--- src/rtl/chb_pkg.sv ---
/*
  Shared constants and types of the charger host port and cell balance block.
  Assumes a 40 MHz core clock; all counts derive from it.
*/
package chb_pkg;
  localparam int unsigned CLK_HZ          = 40_000_000;
  localparam int unsigned CLK_MHZ         = CLK_HZ / 1_000_000;
  // Timing, in printed units
  localparam int unsigned BAL_PERIOD_US   = 250_000;
  localparam int unsigned BAL_MEAS_US     = 200;
  localparam int unsigned WD_UNIT_S       = 40;
  localparam int unsigned BAL_PERIOD_CYC  = BAL_PERIOD_US * CLK_MHZ;
  localparam int unsigned BAL_MEAS_CYC    = BAL_MEAS_US * CLK_MHZ;
  localparam int unsigned WD_UNIT_CYC     = 32'(WD_UNIT_S) * 32'(CLK_HZ);
  // Serial slave
  localparam logic [6:0]  SLAVE_ADDR      = 7'h4B;
  // Register offsets
  localparam logic [7:0]  OFS_CHG_VOLT    = 8'h00;
  localparam logic [7:0]  OFS_BAL_CUR     = 8'h01;
  localparam logic [7:0]  OFS_TIMER       = 8'h02;
  localparam logic [7:0]  OFS_STATUS      = 8'h03;
  localparam logic [7:0]  OFS_FAULT       = 8'h04;
  // Reset values, the fields that watchdog expiry restores and the self-clearing timer bits
  localparam logic [7:0]  RST_CHG_VOLT    = 8'h38;
  localparam logic [7:0]  RST_BAL_CUR     = 8'h8F;
  localparam logic [7:0]  RST_TIMER       = 8'h95;
  localparam logic [7:0]  WDM_CHG_VOLT    = 8'hF0;
  localparam logic [7:0]  WDM_BAL_CUR     = 8'hFF;
  localparam logic [7:0]  WDM_TIMER       = 8'h87;
  localparam logic [7:0]  TIMER_SELFCLR   = 8'h48;
  // Field positions
  localparam int unsigned F_CHG_EN        = 4;
  localparam int unsigned F_OVP_HYS       = 0;
  localparam int unsigned F_VCELL_BAL     = 6;
  localparam int unsigned F_THR_LO_HIGH   = 5;
  localparam int unsigned F_THR_HI_HIGH   = 4;
  localparam int unsigned F_WD_KICK       = 6;
  localparam int unsigned F_REG_RST       = 3;
  localparam int unsigned F_SUSP_N        = 0;
  localparam int unsigned F_WD_FAULT      = 7;
  // Cell levels in mV
  localparam logic [12:0] VBAL_START_LO   = 13'd3500;
  localparam logic [12:0] VBAL_START_HI   = 13'd3700;
  localparam logic [12:0] VDIFF_ON_LO     = 13'd50;
  localparam logic [12:0] VDIFF_ON_HI     = 13'd70;
  localparam logic [12:0] VDIFF_OFF       = 13'd30;
  localparam logic [12:0] VCELL_REG_BASE  = 13'd4150;
  localparam logic [12:0] VCELL_REG_STEP  = 13'd50;
  localparam logic [12:0] VOVP_HYS        = 13'd80;

  typedef enum logic [3:0] {
    CHB_IDLE  = 4'b0000,
    CHB_ADDR  = 4'b0001,
    CHB_AACK  = 4'b0010,
    CHB_REG   = 4'b0011,
    CHB_RACK  = 4'b0100,
    CHB_WDAT  = 4'b0101,
    CHB_WACK  = 4'b0110,
    CHB_RDAT  = 4'b0111,
    CHB_MACK  = 4'b1000
  } chb_state_t;

  typedef struct packed {
    logic [12:0] upper_mv;
    logic [12:0] lower_mv;
  } chb_cells_t;

  typedef struct packed {
    logic [5:0] status;
    logic [6:0] faults;
  } chb_core_t;
endpackage

--- src/rtl/chb_top.sv ---
/*
  Charger host port: serial register slave, watchdog, cell balance scheduler,
  cell over-voltage suspension and suspend control.
  Assumes cell voltages and core status come from logic on clk; scl and sda_i
  come from pins and are synchronised here.
  Balance switch, battery switch and boost outputs go to drivers outside this block.
*/
`timescale 1ns/1ps
module chb_top
  import chb_pkg::*;
#(
  parameter int unsigned BAL_PERIOD = BAL_PERIOD_CYC,
  parameter int unsigned BAL_MEAS   = BAL_MEAS_CYC,
  parameter int unsigned WD_UNIT    = WD_UNIT_CYC
) (
  input  wire logic       clk,
  input  wire logic       rst,
  input  wire logic       scl,
  input  wire logic       sda_i,
  output logic            sda_o,
  output logic            sda_oe,
  input  wire chb_cells_t cells,
  input  wire chb_core_t  core,
  input  wire logic       charging,
  input  wire logic       term_block_opt,
  output logic            bal_upper_on,
  output logic            bal_lower_on,
  output logic            meas_slot,
  output logic            charge_run,
  output logic            batt_switch_open,
  output logic            boost_enable,
  output logic            term_inhibit,
  output logic [2:0]      vbatt_reg_code,
  output logic [2:0]      sysmin_code,
  output logic [7:0]      bal_cur_cfg
);
  // Both pins pass through matched two-stage synchronisers, so start and stop are never seen out of order
  // Pin synchronisers: stage 1 feeds stage 2 only
  logic [1:0] scl_sync_reg, sda_sync_reg;
  logic       scl_d_reg, sda_d_reg;
  always_ff @(posedge clk or posedge rst) begin
    if (rst) begin
      scl_sync_reg <= 2'h3;
      sda_sync_reg <= 2'h3;
      scl_d_reg    <= 1'b1;
      sda_d_reg    <= 1'b1;
    end else begin
      scl_sync_reg <= {scl_sync_reg[0], scl};
      sda_sync_reg <= {sda_sync_reg[0], sda_i};
      scl_d_reg    <= scl_sync_reg[1];
      sda_d_reg    <= sda_sync_reg[1];
    end
  end
  wire scl_s   = scl_sync_reg[1];
  wire sda_s   = sda_sync_reg[1];
  wire scl_r   = scl_s & ~scl_d_reg;
  wire scl_f   = ~scl_s & scl_d_reg;
  wire start_c = scl_s & scl_d_reg & sda_d_reg & ~sda_s;
  wire stop_c  = scl_s & scl_d_reg & ~sda_d_reg & sda_s;

  chb_state_t st_reg, st_next;
  logic [3:0] bit_reg, bit_next;
  logic [7:0] sh_reg, sh_next, ptr_reg, ptr_next;
  logic       rw_reg, rw_next, oe_reg, oe_next;
  logic       wr_pulse, rd_pulse, hit;
  logic [7:0] rdata;

  logic [7:0] r00_reg, r01_reg, r02_reg;
  logic       wd_fault_reg;

  wire addr_ok = (sh_reg[7:1] == SLAVE_ADDR);
  wire reg_ok  = (sh_reg <= OFS_FAULT);
  wire bit8    = (bit_reg == 4'h8);

  // Read multiplexer; reserved status bits read zero
  assign rdata = (ptr_reg == OFS_CHG_VOLT) ? r00_reg :
                 (ptr_reg == OFS_BAL_CUR)  ? r01_reg :
                 (ptr_reg == OFS_TIMER)    ? r02_reg :
                 (ptr_reg == OFS_STATUS)   ? {2'h0, core.status} :
                                             {wd_fault_reg, core.faults};

  always_comb begin
    st_next  = st_reg;
    bit_next = bit_reg;
    sh_next  = sh_reg;
    ptr_next = ptr_reg;
    rw_next  = rw_reg;
    oe_next  = oe_reg;
    wr_pulse = 1'b0;
    rd_pulse = 1'b0;
    hit      = 1'b0;
    if (start_c) begin
      st_next  = CHB_ADDR;
      bit_next = 4'h0;
      oe_next  = 1'b0;
    end else if (stop_c) begin
      st_next = CHB_IDLE;
      oe_next = 1'b0;
    end else if (scl_r && st_reg != CHB_IDLE) begin
      sh_next  = {sh_reg[6:0], sda_s};
      bit_next = bit_reg + 4'h1;
    end else if (scl_f) begin
      unique case (st_reg)
        CHB_IDLE: ;
        CHB_ADDR: if (bit8) begin
          st_next = addr_ok ? CHB_AACK : CHB_IDLE;
          oe_next = addr_ok;
          rw_next = sh_reg[0];
          hit     = addr_ok;
        end
        CHB_AACK: begin
          bit_next = 4'h0;
          st_next  = rw_reg ? CHB_RDAT : CHB_REG;
          sh_next  = rdata;
          oe_next  = rw_reg & ~rdata[7];
          rd_pulse = rw_reg;
        end
        CHB_REG: if (bit8) begin
          st_next  = reg_ok ? CHB_RACK : CHB_IDLE;
          oe_next  = reg_ok;
          ptr_next = sh_reg;
        end
        CHB_RACK: begin
          bit_next = 4'h0;
          st_next  = CHB_WDAT;
          oe_next  = 1'b0;
        end
        CHB_WDAT: if (bit8) begin
          st_next  = CHB_WACK;
          oe_next  = 1'b1;
          wr_pulse = 1'b1;
        end
        CHB_WACK: begin
          st_next = CHB_IDLE;
          oe_next = 1'b0;
        end
        CHB_RDAT: begin
          oe_next = bit8 ? 1'b0 : ~sh_reg[3'(4'h7 - bit_reg)];
          st_next = bit8 ? CHB_MACK : CHB_RDAT;
        end
        CHB_MACK: begin
          st_next = CHB_IDLE;
          oe_next = 1'b0;
        end
      endcase
    end
  end

  // The shift register doubles as the read holding byte; the rise shift is
  // skipped while transmitting so the byte stays put.
  always_ff @(posedge clk or posedge rst) begin
    if (rst) begin
      st_reg  <= CHB_IDLE;
      bit_reg <= 4'h0;
      sh_reg  <= 8'h00;
      ptr_reg <= 8'h00;
      rw_reg  <= 1'b0;
      oe_reg  <= 1'b0;
    end else begin
      st_reg  <= st_next;
      bit_reg <= bit_next;
      sh_reg  <= (st_reg == CHB_RDAT && !start_c) ? sh_reg : sh_next;
      ptr_reg <= ptr_next;
      rw_reg  <= rw_next;
      oe_reg  <= oe_next;
    end
  end
  assign sda_o  = 1'b0;
  assign sda_oe = oe_reg;

  // Watchdog: any access to this slave restarts it
  // Expiry restores register fields only; a transfer in flight carries on
  logic [31:0] wd_pre_reg;
  logic [2:0]  wd_units_reg;
  wire  [2:0]  wd_limit = (r02_reg[5:4] == 2'h1) ? 3'h1 :
                          (r02_reg[5:4] == 2'h2) ? 3'h2 : 3'h4;
  wire         wd_on    = (r02_reg[5:4] != 2'h0);
  wire         wd_kick  = hit | (wr_pulse && ptr_reg == OFS_TIMER && sh_reg[F_WD_KICK]);
  wire         wd_tick  = (wd_pre_reg == WD_UNIT - 1);
  wire         wd_exp   = wd_on & wd_tick & (wd_units_reg + 3'd1 == wd_limit);
  always_ff @(posedge clk or posedge rst) begin
    if (rst) begin
      wd_pre_reg   <= 32'h0;
      wd_units_reg <= 3'h0;
    end else if (wd_kick || !wd_on || wd_exp) begin
      wd_pre_reg   <= 32'h0;
      wd_units_reg <= 3'h0;
    end else begin
      wd_pre_reg   <= wd_tick ? 32'h0 : wd_pre_reg + 32'h1;
      wd_units_reg <= wd_units_reg + {2'h0, wd_tick};
    end
  end

  // Register file; self-clearing command bits never store
  // A register reset wins over expiry and over the write that carries it
  wire soft_rst = wr_pulse && ptr_reg == OFS_TIMER && sh_reg[F_REG_RST];
  always_ff @(posedge clk or posedge rst) begin
    if (rst) begin
      r00_reg      <= RST_CHG_VOLT;
      r01_reg      <= RST_BAL_CUR;
      r02_reg      <= RST_TIMER;
      wd_fault_reg <= 1'b0;
    end else begin
      if (soft_rst) begin
        r00_reg <= RST_CHG_VOLT;
        r01_reg <= RST_BAL_CUR;
        r02_reg <= RST_TIMER;
      end else if (wd_exp) begin
        r00_reg <= (r00_reg & ~WDM_CHG_VOLT) | (RST_CHG_VOLT & WDM_CHG_VOLT);
        r01_reg <= (r01_reg & ~WDM_BAL_CUR) | (RST_BAL_CUR & WDM_BAL_CUR);
        r02_reg <= (r02_reg & ~WDM_TIMER) | (RST_TIMER & WDM_TIMER);
      end else if (wr_pulse) begin
        if (ptr_reg == OFS_CHG_VOLT) r00_reg <= sh_reg;
        if (ptr_reg == OFS_BAL_CUR) r01_reg <= sh_reg;
        if (ptr_reg == OFS_TIMER) r02_reg <= sh_reg & ~TIMER_SELFCLR;
      end
      // Expiry cause is sticky until read; a new expiry wins over the clear
      if (wd_exp)
        wd_fault_reg <= 1'b1;
      else if (rd_pulse && ptr_reg == OFS_FAULT)
        wd_fault_reg <= 1'b0;
    end
  end
  assign vbatt_reg_code = r00_reg[7:5];
  assign sysmin_code    = r00_reg[3:1];
  assign bal_cur_cfg    = r01_reg;
  assign boost_enable   = r02_reg[F_SUSP_N];

  // Balance slot timer runs from clk only
  // It ignores charging on purpose: the slot grid stays fixed, the switches are gated
  logic [31:0] slot_reg;
  always_ff @(posedge clk or posedge rst) begin
    if (rst)
      slot_reg <= 32'h0;
    else
      slot_reg <= (slot_reg == BAL_PERIOD - 1) ? 32'h0 : slot_reg + 32'h1;
  end
  wire meas     = (slot_reg < BAL_MEAS);
  wire meas_end = (slot_reg == BAL_MEAS - 1);

  chb_cells_t  cel_reg;
  logic        up_sel_reg, lo_sel_reg, ovp_reg;
  wire  [12:0] c_up     = cel_reg.upper_mv;
  wire  [12:0] c_lo     = cel_reg.lower_mv;
  wire  [12:0] diff     = (c_up > c_lo) ? c_up - c_lo : c_lo - c_up;
  wire  [12:0] v_start  = r01_reg[F_VCELL_BAL] ? VBAL_START_HI : VBAL_START_LO;
  wire  [12:0] thr_up   = r01_reg[F_THR_HI_HIGH] ? VDIFF_ON_HI : VDIFF_ON_LO;
  wire  [12:0] thr_lo   = r01_reg[F_THR_LO_HIGH] ? VDIFF_ON_HI : VDIFF_ON_LO;
  wire         can_bal  = charging & ((c_up > v_start) | (c_lo > v_start));
  wire  [12:0] vcell    = VCELL_REG_BASE + 13'(VCELL_REG_STEP * r00_reg[7:5]);
  wire  [12:0] v_ovp    = vcell + vcell / 13'h19;
  wire  [12:0] v_rec    = r00_reg[F_OVP_HYS] ? v_ovp : v_ovp - VOVP_HYS;
  wire  [12:0] n_up     = cells.upper_mv;
  wire  [12:0] n_lo     = cells.lower_mv;

  always_ff @(posedge clk or posedge rst) begin
    if (rst) begin
      cel_reg    <= '0;
      up_sel_reg <= 1'b0;
      lo_sel_reg <= 1'b0;
      ovp_reg    <= 1'b0;
    end else if (meas_end) begin
      cel_reg <= cells;
      if (n_up > v_ovp || n_lo > v_ovp)
        ovp_reg <= 1'b1;
      else if (n_up < v_rec && n_lo < v_rec)
        ovp_reg <= 1'b0;
    end else if (!can_bal) begin
      up_sel_reg <= 1'b0;
      lo_sel_reg <= 1'b0;
    end else if (slot_reg == BAL_MEAS) begin
      up_sel_reg <= (c_up > c_lo) & (up_sel_reg ? diff >= VDIFF_OFF : diff > thr_up);
      lo_sel_reg <= (c_lo > c_up) & (lo_sel_reg ? diff >= VDIFF_OFF : diff > thr_lo);
    end
  end
  // Gated combinationally so the slot forces the switches off in its first cycle
  assign meas_slot        = meas;
  assign bal_upper_on     = up_sel_reg & ~meas;
  assign bal_lower_on     = lo_sel_reg & ~meas;
  assign charge_run       = r00_reg[F_CHG_EN] & ~ovp_reg & ~|core.faults;
  assign batt_switch_open = ovp_reg;
  assign term_inhibit     = term_block_opt & (up_sel_reg | lo_sel_reg);
endmodule // chb_top

--- config.mk ---
export PLATFORM = sky130hd
export DESIGN_NAME = chb_top
export DESIGN_NICKNAME = d
export VERILOG_FILES = /design/src/rtl/chb_pkg.sv /design/src/rtl/chb_top.sv
export SDC_FILE = /design/constraint.sdc
export NUM_CORES = 1
export LEC_CHECK = 0
export BUFFER_PORTS_ARGS = -buffer_cell sky130_fd_sc_hd__clkbuf_2
export CAP_MARGIN = 30
export CORE_MARGIN = 3
export CORE_UTILIZATION = 50
export DETAILED_ROUTE_END_ITERATION = 6
export PLACE_DENSITY = 0.76
export SYNTH_ARGS = -nofsm -noshare
export SYNTH_HDL_FRONTEND = slang
export SYNTH_SLANG_ARGS = --single-unit
export TNS_END_PERCENT = 100
--- constraint.sdc ---
create_clock -name clk -period 15.66 [get_ports clk]
set_input_delay 3.915 -clock clk [delete_from_list [all_inputs] [get_ports clk]]
set_output_delay 3.915 -clock clk [all_outputs]
set_load 0.02 [all_outputs]
==> results.sh, run 1 <==
export IMPL_syn_inst=1485
export IMPL_ir_drop_uv=77.5
export IMPL_dp_hpwl_um=24600
export IMPL_postCtsSetupBuffers=0
export IMPL_grt_first_pass_wirelength_um=54500
export IMPL_hold_start="scl_sync_reg[0]"
export IMPL_synth_top_cell_by_area="dfrtp_1"
export IMPL_drc_errors=0
export IMPL_dr_wl_met3_um=1910
export IMPL_min_to="scl_sync_reg[1]"
export IMPL_layout_common_cells="nor2_1, nand2_1, dfrtp_1, ha_1, o21ai_0"
export IMPL_port_buffers=66
export IMPL_final_common_cell="nor2_1"
export IMPL_r2r_end="batt_switch_open"
export IMPL_ctsResizeCount=0
export IMPL_clock_latency_ns=0.43
export IMPL_topRoutingLayerUsed="met4"
export IMPL_cts_sinks=151
export IMPL_min_period_ns=11.26
export IMPL_cp_max_fo=25
export IMPL_worstSetupPathType="register to register"
export IMPL_clk_pin_slew_ns=0.07
export IMPL_ys_flop_type="dfrtp_1"
export IMPL_slowest_stage="dfstp_2"
export IMPL_period_share_pct=71.9
export IMPL_crit_required_ns=15.95
export IMPL_r2r_cells=45
export IMPL_power_density_nw_per_um2=66.4
export IMPL_routed_via_count=11227
export IMPL_cap_violations=0
export IMPL_grt_use_total_pct=24.5
export IMPL_floorplan_initialDensity_pct=51.6
export IMPL_final_setup_skew_ns=0.0162
export IMPL_routed_via_density=6.06
export IMPL_worst_pin_slew_ns=1.10
export IMPL_ys_warn_count=0
export IMPL_nets=1681
export IMPL_finalPower_w=0.000919
export IMPL_min_path_type="register to register"
export IMPL_first_iter_violations=1179
export IMPL_die_area_um2=27300
export IMPL_postSynthAreaPerCell_um2=8.55
export IMPL_die_x_um=165
export IMPL_arrival_ns=11.55
export IMPL_drive_gt1_share_pct=11.9
export IMPL_row_count=57
export IMPL_slew_headroom_pct=25.9
export IMPL_fp_dieH_um=165
export IMPL_io_pins=68
export IMPL_seq_area_frac_synth_pct=29.9
export IMPL_outcome="completed"
export IMPL_synth_cell_area_um2=12700
export IMPL_synth_distinct_cells=99
export IMPL_slowest_delay_ns=0.79
export IMPL_gr_total_overflow=0
export IMPL_fin_tns_setup_ns=0
export IMPL_syn2layout_area_growth_pct=9.00
export IMPL_worst_r2r_setup_slack_ns=4.40
export IMPL_final_area_um2=13800
export IMPL_cts_buffer_depth=2
export IMPL_p_leak_nw=6.30
export IMPL_r2r_start="r00_reg[5]"
export IMPL_coreArea_um2=24600
export IMPL_antenna_cells=0
export IMPL_place_area_um2=13200
export IMPL_hold_slack_ns=0.358
export IMPL_endpoint_kind="register"
export IMPL_grt_antenna_before_repair=0
export IMPL_ys_ff_latch=151
export IMPL_hold_path_depth=0
export IMPL_max_freq_mhz=88.8
export IMPL_ant_nets=0
export IMPL_final_setup_viol_count=0
export IMPL_cts_max_level=4
export IMPL_dr_pass1_iters=5
export IMPL_routedWlPerCell_um=17.6
export IMPL_cts_tree="yes"
export IMPL_grt_max_degree=80
export IMPL_synth_edf_count=0
export IMPL_first_global_vias=11036
export IMPL_final_hold_violation_count=0
export IMPL_cts_hold_buf=0
export IMPL_wl_met2_um=15400
export IMPL_netlist_area_leader_share_pct=26.2
export IMPL_slew_viol_final=0
export IMPL_synthTopCellsByArea="dfrtp_1, ha_1, o21ai_0"
export IMPL_cp_start_kind="register"
export IMPL_synth_async_reset_ratio_pct=100
export IMPL_root_buffer="clkbuf_16"
export IMPL_place_gp_congestion=0.923
export IMPL_cts_buffers=17
export IMPL_drt_met1_wl_um=14300
export IMPL_routed_wl_um=32700
export IMPL_rsz0062_at_grt="false"
Yosys cell counts, drive strengths merged, types with 20 or more instances:
master / n
a21o: 29
a21oi: 70
clkbuf: 43
dfrtp: 133
ha: 116
inv: 78
mux2: 20
mux2i: 24
nand2: 139
nand2b: 24
nand3: 63
nand4: 28
nor2: 140
nor2b: 22
nor3: 36
nor4: 30
o21ai: 117
xnor2: 59
xor2: 42
how the worst max path moves through the flow:
stage,from,end,slack (ns),depth (start not counted)
floorplan,r00_reg[5],batt_switch_open,5.94,47
global placement,r00_reg[5],batt_switch_open,4.88,45
detailed placement,r00_reg[5],batt_switch_open,4.54,45
CTS,r00_reg[5],batt_switch_open,4.48,45
global route,r00_reg[5],batt_switch_open,3.37,45
finish,r00_reg[5],batt_switch_open,4.40,45
through the flow:
step           utilization, %  std cells  setup WS [ns]
6_report                 56.2       1854           4.40
3_5_place_dp             53.7       1821           4.54
3_3_place_gp             53.7       1820           4.88
2_1_floorplan               -       1486           5.94
5_1_grt                  56.2       1854           3.37
4_1_cts                  56.1       1853           4.48
kinds of logic (layout without fill, tap and decap cells):
family,Yosys count,after routing,synth area share [%]
other cells,2,3,0.0592
flops,151,151,29.9
fa+ha+maj,119,119,11.9
buf+inv,140,184,4.45
compound gates,362,362,19.1
xor+xnor,103,103,7.74
mux,51,51,4.97
simple gates,557,557,21.8
worst max-delay path, delay by kind of cell, from the launching register on:
family                   cells  cell delay (ns)
multiplexers                 2             0.68
adder cells (fa/ha/maj)      6             1.56
buffers and inverters        6             0.72
AND/OR/NAND/NOR             14             2.24
flip-flops                   1             0.79
XOR/XNOR                     3             1.11
AO/OA/AOI/OAI               14             3.99
layout make-up:
type                    count  area [um2]
well taps                 324         405
inverters                  79         302
clock buffers              18         439
repair buffers             73         403
flip-flops and latches    151        3800
clock inverters            14         154
multi-input cells        1195        8330
fillers                  2235       10800
power by group:
group	internal, W	leakage, nW	total, W	switching [W]
registers	0.000402	1.88	0.000435	0.0000329
clock network	0.000230	0.291	0.000414	0.000184
logic	0.0000303	4.13	0.0000704	0.0000402
total	0.000662	6.30	0.000919	0.000257
routing by layer:
layer | up-vias | GRT usage (%)
li1 | 5407 | -
met1 | 5373 | 31.8
met2 | 372 | 40.8
met3 | 75 | 4.61
met4 | 0 | 9.34
met5 | - | 0
Power figures use the tool's default switching activity.
==> inputs of run 2 (changes only) <==
- clock period: 15.66 -> 11.6 ns (I/O delays scaled with it)
==> run 2 against run 1 <==
Compared with the run above: count of clock-buffer cells in the layout is 1 lower; die area stayed put; cell area hardly changed; register-to-register slack worse by 3.5 ns; clock power is 32% higher; highest routed layer unchanged; global-route usage is 0.077 points lower; worst hold slack worse by 0.0017 ns; critical path type unchanged; final cell count hardly changed.
==> results.sh, run 2 (same netlist as run 1, synthesis figures left out) <==
export IMPL_grt_max_degree=91
export IMPL_internal_power_w=0.000869
export IMPL_cp_max_fo=25
export IMPL_place_gp_congestion=0.961
export IMPL_final_area_um2=13800
export IMPL_row_count=57
export IMPL_min_path_type="register to register"
export IMPL_layout_common_cells="nor2_1, nand2_1, dfrtp_1, ha_1, o21ai_0"
export IMPL_final_fill_count=2229
export IMPL_slowest_delay_ns=0.76
export IMPL_cap_violations=0
export IMPL_setup_slack_ns=0.914
export IMPL_p_leak_nw=6.29
export IMPL_switchingPower_w=0.000356
export IMPL_cp_start_kind="register"
export IMPL_combPwrFrac_pct=7.7
export IMPL_routed_via_count=11215
export IMPL_final_setup_skew_ns=0.0209
export IMPL_routedWlPerCell_um=17.7
export IMPL_place_worst_setup_slack_ns=0.536
export IMPL_cts_hold_buf=0
export IMPL_first_iter_violations=1196
export IMPL_final_setup_viol_count=0
export IMPL_grt_use_total_pct=24.5
export IMPL_clkPwrFrac_pct=44.4
export IMPL_cts_buffers=17
export IMPL_cts_sinks=151
export IMPL_min_period_ns=10.69
export IMPL_clock_latency_ns=0.44
export IMPL_worst_pin_slew_ns=1.07
export IMPL_slew_headroom_pct=28.0
export IMPL_swShare_pct=29.1
export IMPL_nets=1682
export IMPL_ir_drop_uv=74.3
export IMPL_final_common_cell="nor2_1"
export IMPL_ant_nets=0
export IMPL_power_frac_seq_pct=47.8
export IMPL_syn2layout_area_growth_pct=9.10
export IMPL_cts_buffer_depth=2
export IMPL_max_freq_mhz=93.6
export IMPL_routed_wl_um=32900
export IMPL_fin_tns_setup_ns=0
export IMPL_dr_pass1_iters=6
export IMPL_antenna_cells=0
export IMPL_cts_max_level=4
export IMPL_gr_total_overflow=0
export IMPL_drive_gt1_share_pct=12.1
export IMPL_crit_required_ns=11.89
export IMPL_arrival_ns=10.98
export IMPL_first_global_vias=10912
export IMPL_die_area_um2=27300
export IMPL_final_hold_violation_count=0
export IMPL_outcome="completed"
export IMPL_endpoint_kind="register"
export IMPL_io_pins=68
export IMPL_rsz0062_at_grt="false"
export IMPL_worstSetupPathType="register to register"
export IMPL_slew_viol_final=0
export IMPL_fin_util_pct=56.3
export IMPL_coreArea_um2=24600
export IMPL_grt_antenna_before_repair=0
export IMPL_root_buffer="clkbuf_16"
export IMPL_multi_input_area_um2=8370
export IMPL_slowest_stage="dfstp_4"
export IMPL_period_share_pct=92.1
export IMPL_cts_tree="yes"
export IMPL_dp_hpwl_um=24800
export IMPL_port_buffers=66
export IMPL_place_area_um2=13200
export IMPL_fp_dieH_um=165
export IMPL_drc_errors=0
export IMPL_power_density_nw_per_um2=88.5
export IMPL_register_area_um2=3800
export IMPL_floorplan_initialDensity_pct=51.6
export IMPL_grt_first_pass_wirelength_um=54300
export IMPL_clk_pin_slew_ns=0.07
export IMPL_die_x_um=165
export IMPL_routed_via_density=6.05
==> run 2: routing by layer <==
| layer | track usage [%] | share of wire, % |
|---|---|---|
| met5 | 0 | 0 |
| met4 | 10.1 | 4.1 |
| met3 | 4.09 | 5.6 |
| met2 | 40.4 | 47 |
| met1 | 31.8 | 44 |
==> run 2: path summary, 6_finish.rpt <==
path	from	endpoint	slack, ns	depth (start not counted)
worst min register to register	sda_sync_reg[0]	sda_sync_reg[1]	0.36	0
min in group asynchronous	rst	slot_reg[25]	2.59	2
max in group asynchronous	rst	ptr_reg[7]	7.70	3
worst min-delay path	sda_sync_reg[0]	sda_sync_reg[1]	0.36	0
worst max-delay path	r00_reg[5]	batt_switch_open	0.91	47
worst max register to register	r00_reg[5]	batt_switch_open	0.91	47
==> run 2: layout make-up <==
type | count | share of cell area, %
Multi-Input combinational cell | 1195 | 60.4
Clock buffer | 17 | 3.07
Sequential cell | 151 | 27.5
Timing Repair Buffer | 74 | 2.82
Clock inverter | 15 | 1.08
Tap cell | 324 | 2.93
Inverter | 79 | 2.18
==> run 2: stage by stage <==
step	std cells	total power (W)	hold WS, ns
5_1_grt	1855	0.00127	0.361
2_1_floorplan	1486	0.000646	0.345
4_1_cts	1853	0.00123	0.358
6_report	1855	0.00123	0.356
3_3_place_gp	1821	0.000684	0.347
3_5_place_dp	1821	0.000688	0.347
==> run 2: repair_timing <==
item                                    4_1_cts  5_1_grt
resized for setup                             0        7
buffers inserted                              0        2
endpoints found under the setup margin        0        1
==> run 2: worst max-delay path, delay by kind of cell, from the launching register on <==
kind,cells,cell delay [ns]
AO/OA/AOI/OAI,15,3.59
AND/OR/NAND/NOR,15,2.33
adder cells (fa/ha/maj),6,1.60
XOR/XNOR,3,0.95
flip-flops,1,0.76
buffers and inverters,6,0.67
multiplexers,2,0.65
==> run 2: power groups by stage <==
stage / Sequential, W / Clock [W] / Combinational [W]
final: 0.000586 / 0.000545 / 0.0000948
after global routing: 0.000590 / 0.000575 / 0.000107
after CTS: 0.000584 / 0.000553 / 0.0000952
after detailed placement: 0.000594 / 0 / 0.0000938
after global placement: 0.000594 / 0 / 0.0000905
after floorplan: 0.000565 / 0 / 0.0000813
==> inputs of run 3 (changes only) <==
- CELL_PAD_IN_SITES_DETAIL_PLACEMENT: default -> 0
- CELL_PAD_IN_SITES_GLOBAL_PLACEMENT: default -> 1
- CORE_UTILIZATION: 50 -> 48
- PLACE_DENSITY: 0.76 -> 0.9
==> run 3 against run 2 <==
Compared with the run above: flip-flop and latch count unchanged; wire length grew 1.6%; worst setup slack improved by 0.071 ns; global-route usage shrank 0.87 points; count of clock-buffer cells in the layout stayed put; die area increased by 4.0%; first-iteration DRC count decreased by 22%; register-to-register slack better by 0.07 ns; maximum frequency is 0.67% higher; utilization fell by 2.0 points; clock power rose by 6.1%; critical path depth is 2 lower; largest power group unchanged.
==> results.sh, run 3 (same netlist as run 1, synthesis figures left out) <==
export IMPL_routed_wl_um=33400
export IMPL_floorplan_initialDensity_pct=49.6
export IMPL_grt_first_pass_wirelength_um=55200
export IMPL_period_share_pct=91.5
export IMPL_min_period_ns=10.62
export IMPL_worstSetupPathType="register to register"
export IMPL_min_path_type="register to register"
export IMPL_first_iter_violations=928
export IMPL_routedWlPerCell_um=18.0
export IMPL_cts_hold_buf=0
export IMPL_power_density_nw_per_um2=90.6
export IMPL_routed_via_count=11091
export IMPL_ir_drop_uv=85.8
export IMPL_cts_buffers=17
export IMPL_grt_antenna_before_repair=0
export IMPL_outcome="completed"
export IMPL_cts_buffer_depth=2
export IMPL_die_area_um2=28400
export IMPL_slowest_delay_ns=0.47
export IMPL_cts_max_level=4
export IMPL_final_hold_violation_count=0
export IMPL_grt_max_degree=74
export IMPL_dr_pass1_iters=5
export IMPL_nets=1683
export IMPL_cap_violations=0
export IMPL_cp_max_fo=11
export IMPL_internal_power_w=0.000897
export IMPL_routed_via_density=5.96
export IMPL_slew_headroom_pct=30.0
export IMPL_ant_nets=0
export IMPL_p_leak_nw=6.33
export IMPL_drive_gt1_share_pct=12.1
export IMPL_antenna_cells=0
export IMPL_slowest_stage="dfrtp_1"
export IMPL_cts_tree="yes"
export IMPL_syn2layout_area_growth_pct=9.58
export IMPL_row_count=58
export IMPL_endpoint_kind="register"
export IMPL_root_buffer="clkbuf_16"
export IMPL_clock_latency_ns=0.43
export IMPL_clkPwrFrac_pct=45.9
export IMPL_swShare_pct=28.9
export IMPL_slew_viol_final=0
export IMPL_place_worst_setup_slack_ns=0.648
export IMPL_final_setup_skew_ns=0.0193
export IMPL_final_setup_viol_count=0
export IMPL_final_fill_count=2349
export IMPL_max_freq_mhz=94.2
export IMPL_die_x_um=169
export IMPL_combPwrFrac_pct=7.5
export IMPL_rsz0062_at_grt="false"
export IMPL_cp_start_kind="register"
export IMPL_drc_errors=0
export IMPL_gr_total_overflow=0
export IMPL_dp_hpwl_um=25700
export IMPL_power_frac_seq_pct=46.6
export IMPL_final_common_cell="nor2_1"
export IMPL_cts_sinks=151
export IMPL_first_global_vias=10741
export IMPL_switchingPower_w=0.000364
export IMPL_grt_use_total_pct=23.6
export IMPL_layout_common_cells="nor2_1, nand2_1, dfrtp_1, ha_1, o21ai_0"
export IMPL_crit_required_ns=11.89
export IMPL_place_gp_congestion=0.952
export IMPL_coreArea_um2=25600
export IMPL_fin_tns_setup_ns=0
export IMPL_fp_dieH_um=169
export IMPL_clk_pin_slew_ns=0.07
export IMPL_arrival_ns=10.90
export IMPL_io_pins=68
export IMPL_worst_pin_slew_ns=1.04
export IMPL_setup_slack_ns=0.985
export IMPL_port_buffers=66
[run 3: worst max-delay path, delay by kind of cell (launching register included)]
family / cells / cell delay [ns]
XOR/XNOR: 3 / 1.03
adder cells (fa/ha/maj): 6 / 1.59
multiplexers: 2 / 0.67
flip-flops: 1 / 0.47
buffers and inverters: 6 / 0.70
AO/OA/AOI/OAI: 14 / 3.74
AND/OR/NAND/NOR: 14 / 2.26
[run 3: layer usage]
layer  wire [um]  track usage, %  part of all wire, %  up-vias
li1            -               -                    -     5403
met1       15000            32.2                   45     5292
met2       15500            37.8                   46      325
met3        1740            3.85                  5.2       71
met4        1220            9.04                  3.6        0
met5           0               0                    0        -
[run 3: power by group through the flow]
stage | Clock (W) | Combinational (W) | Sequential, W
2_1_floorplan | 0 | 0.0000813 | 0.000565
3_3_place_gp | 0 | 0.0000913 | 0.000596
3_5_place_dp | 0 | 0.0000948 | 0.000596
4_1_cts | 0.000592 | 0.0000952 | 0.000586
5_1_grt | 0.000614 | 0.000107 | 0.000590
6_report | 0.000578 | 0.0000945 | 0.000588
[run 3: final cells by class]
cell class	count	area (um2)	area share (%)
clock buffers	17	425	3.06
flip-flops and latches	151	3800	27.3
clock inverters	15	203	1.46
multi-input cells	1195	8350	60.0
inverters	79	302	2.17
well taps	330	413	2.97
repair buffers	75	418	3.00
[run 3: what timing repair did]
action,in CTS,in global routing
endpoints found under the setup margin,0,1
resized for setup,0,3
buffers inserted,0,1
[run 3: path summary, 6_finish.rpt]
check                                 from  slack [ns]  cells past startpoint               end
min in group asynchronous              rst        2.53                      2      slot_reg[27]
hold reg to reg            scl_sync_reg[0]        0.36                      0   scl_sync_reg[1]
setup / recovery                r00_reg[6]        0.98                     45  batt_switch_open
hold / removal             scl_sync_reg[0]        0.36                      0   scl_sync_reg[1]
setup reg to reg                r00_reg[6]        0.98                     45  batt_switch_open
max in group asynchronous              rst        7.90                      4         scl_d_reg
[run 3: per-stage QoR]
| step | hold slack (ns) | total power (W) | instances | util [%] | area [um2] |
|---|---|---|---|---|---|
| 4_1_cts | 0.358 | 0.00127 | 1861 | 54.2 | 13900 |
| 3_5_place_dp | 0.347 | 0.000691 | 1829 | 51.8 | 13300 |
| 3_3_place_gp | 0.348 | 0.000687 | 1828 | 51.7 | 13200 |
| 6_report | 0.357 | 0.00126 | 1862 | 54.3 | 13900 |
| 5_1_grt | 0.362 | 0.00131 | 1862 | 54.3 | 13900 |
| 2_1_floorplan | 0.345 | 0.000646 | 1486 | - | 12700 |
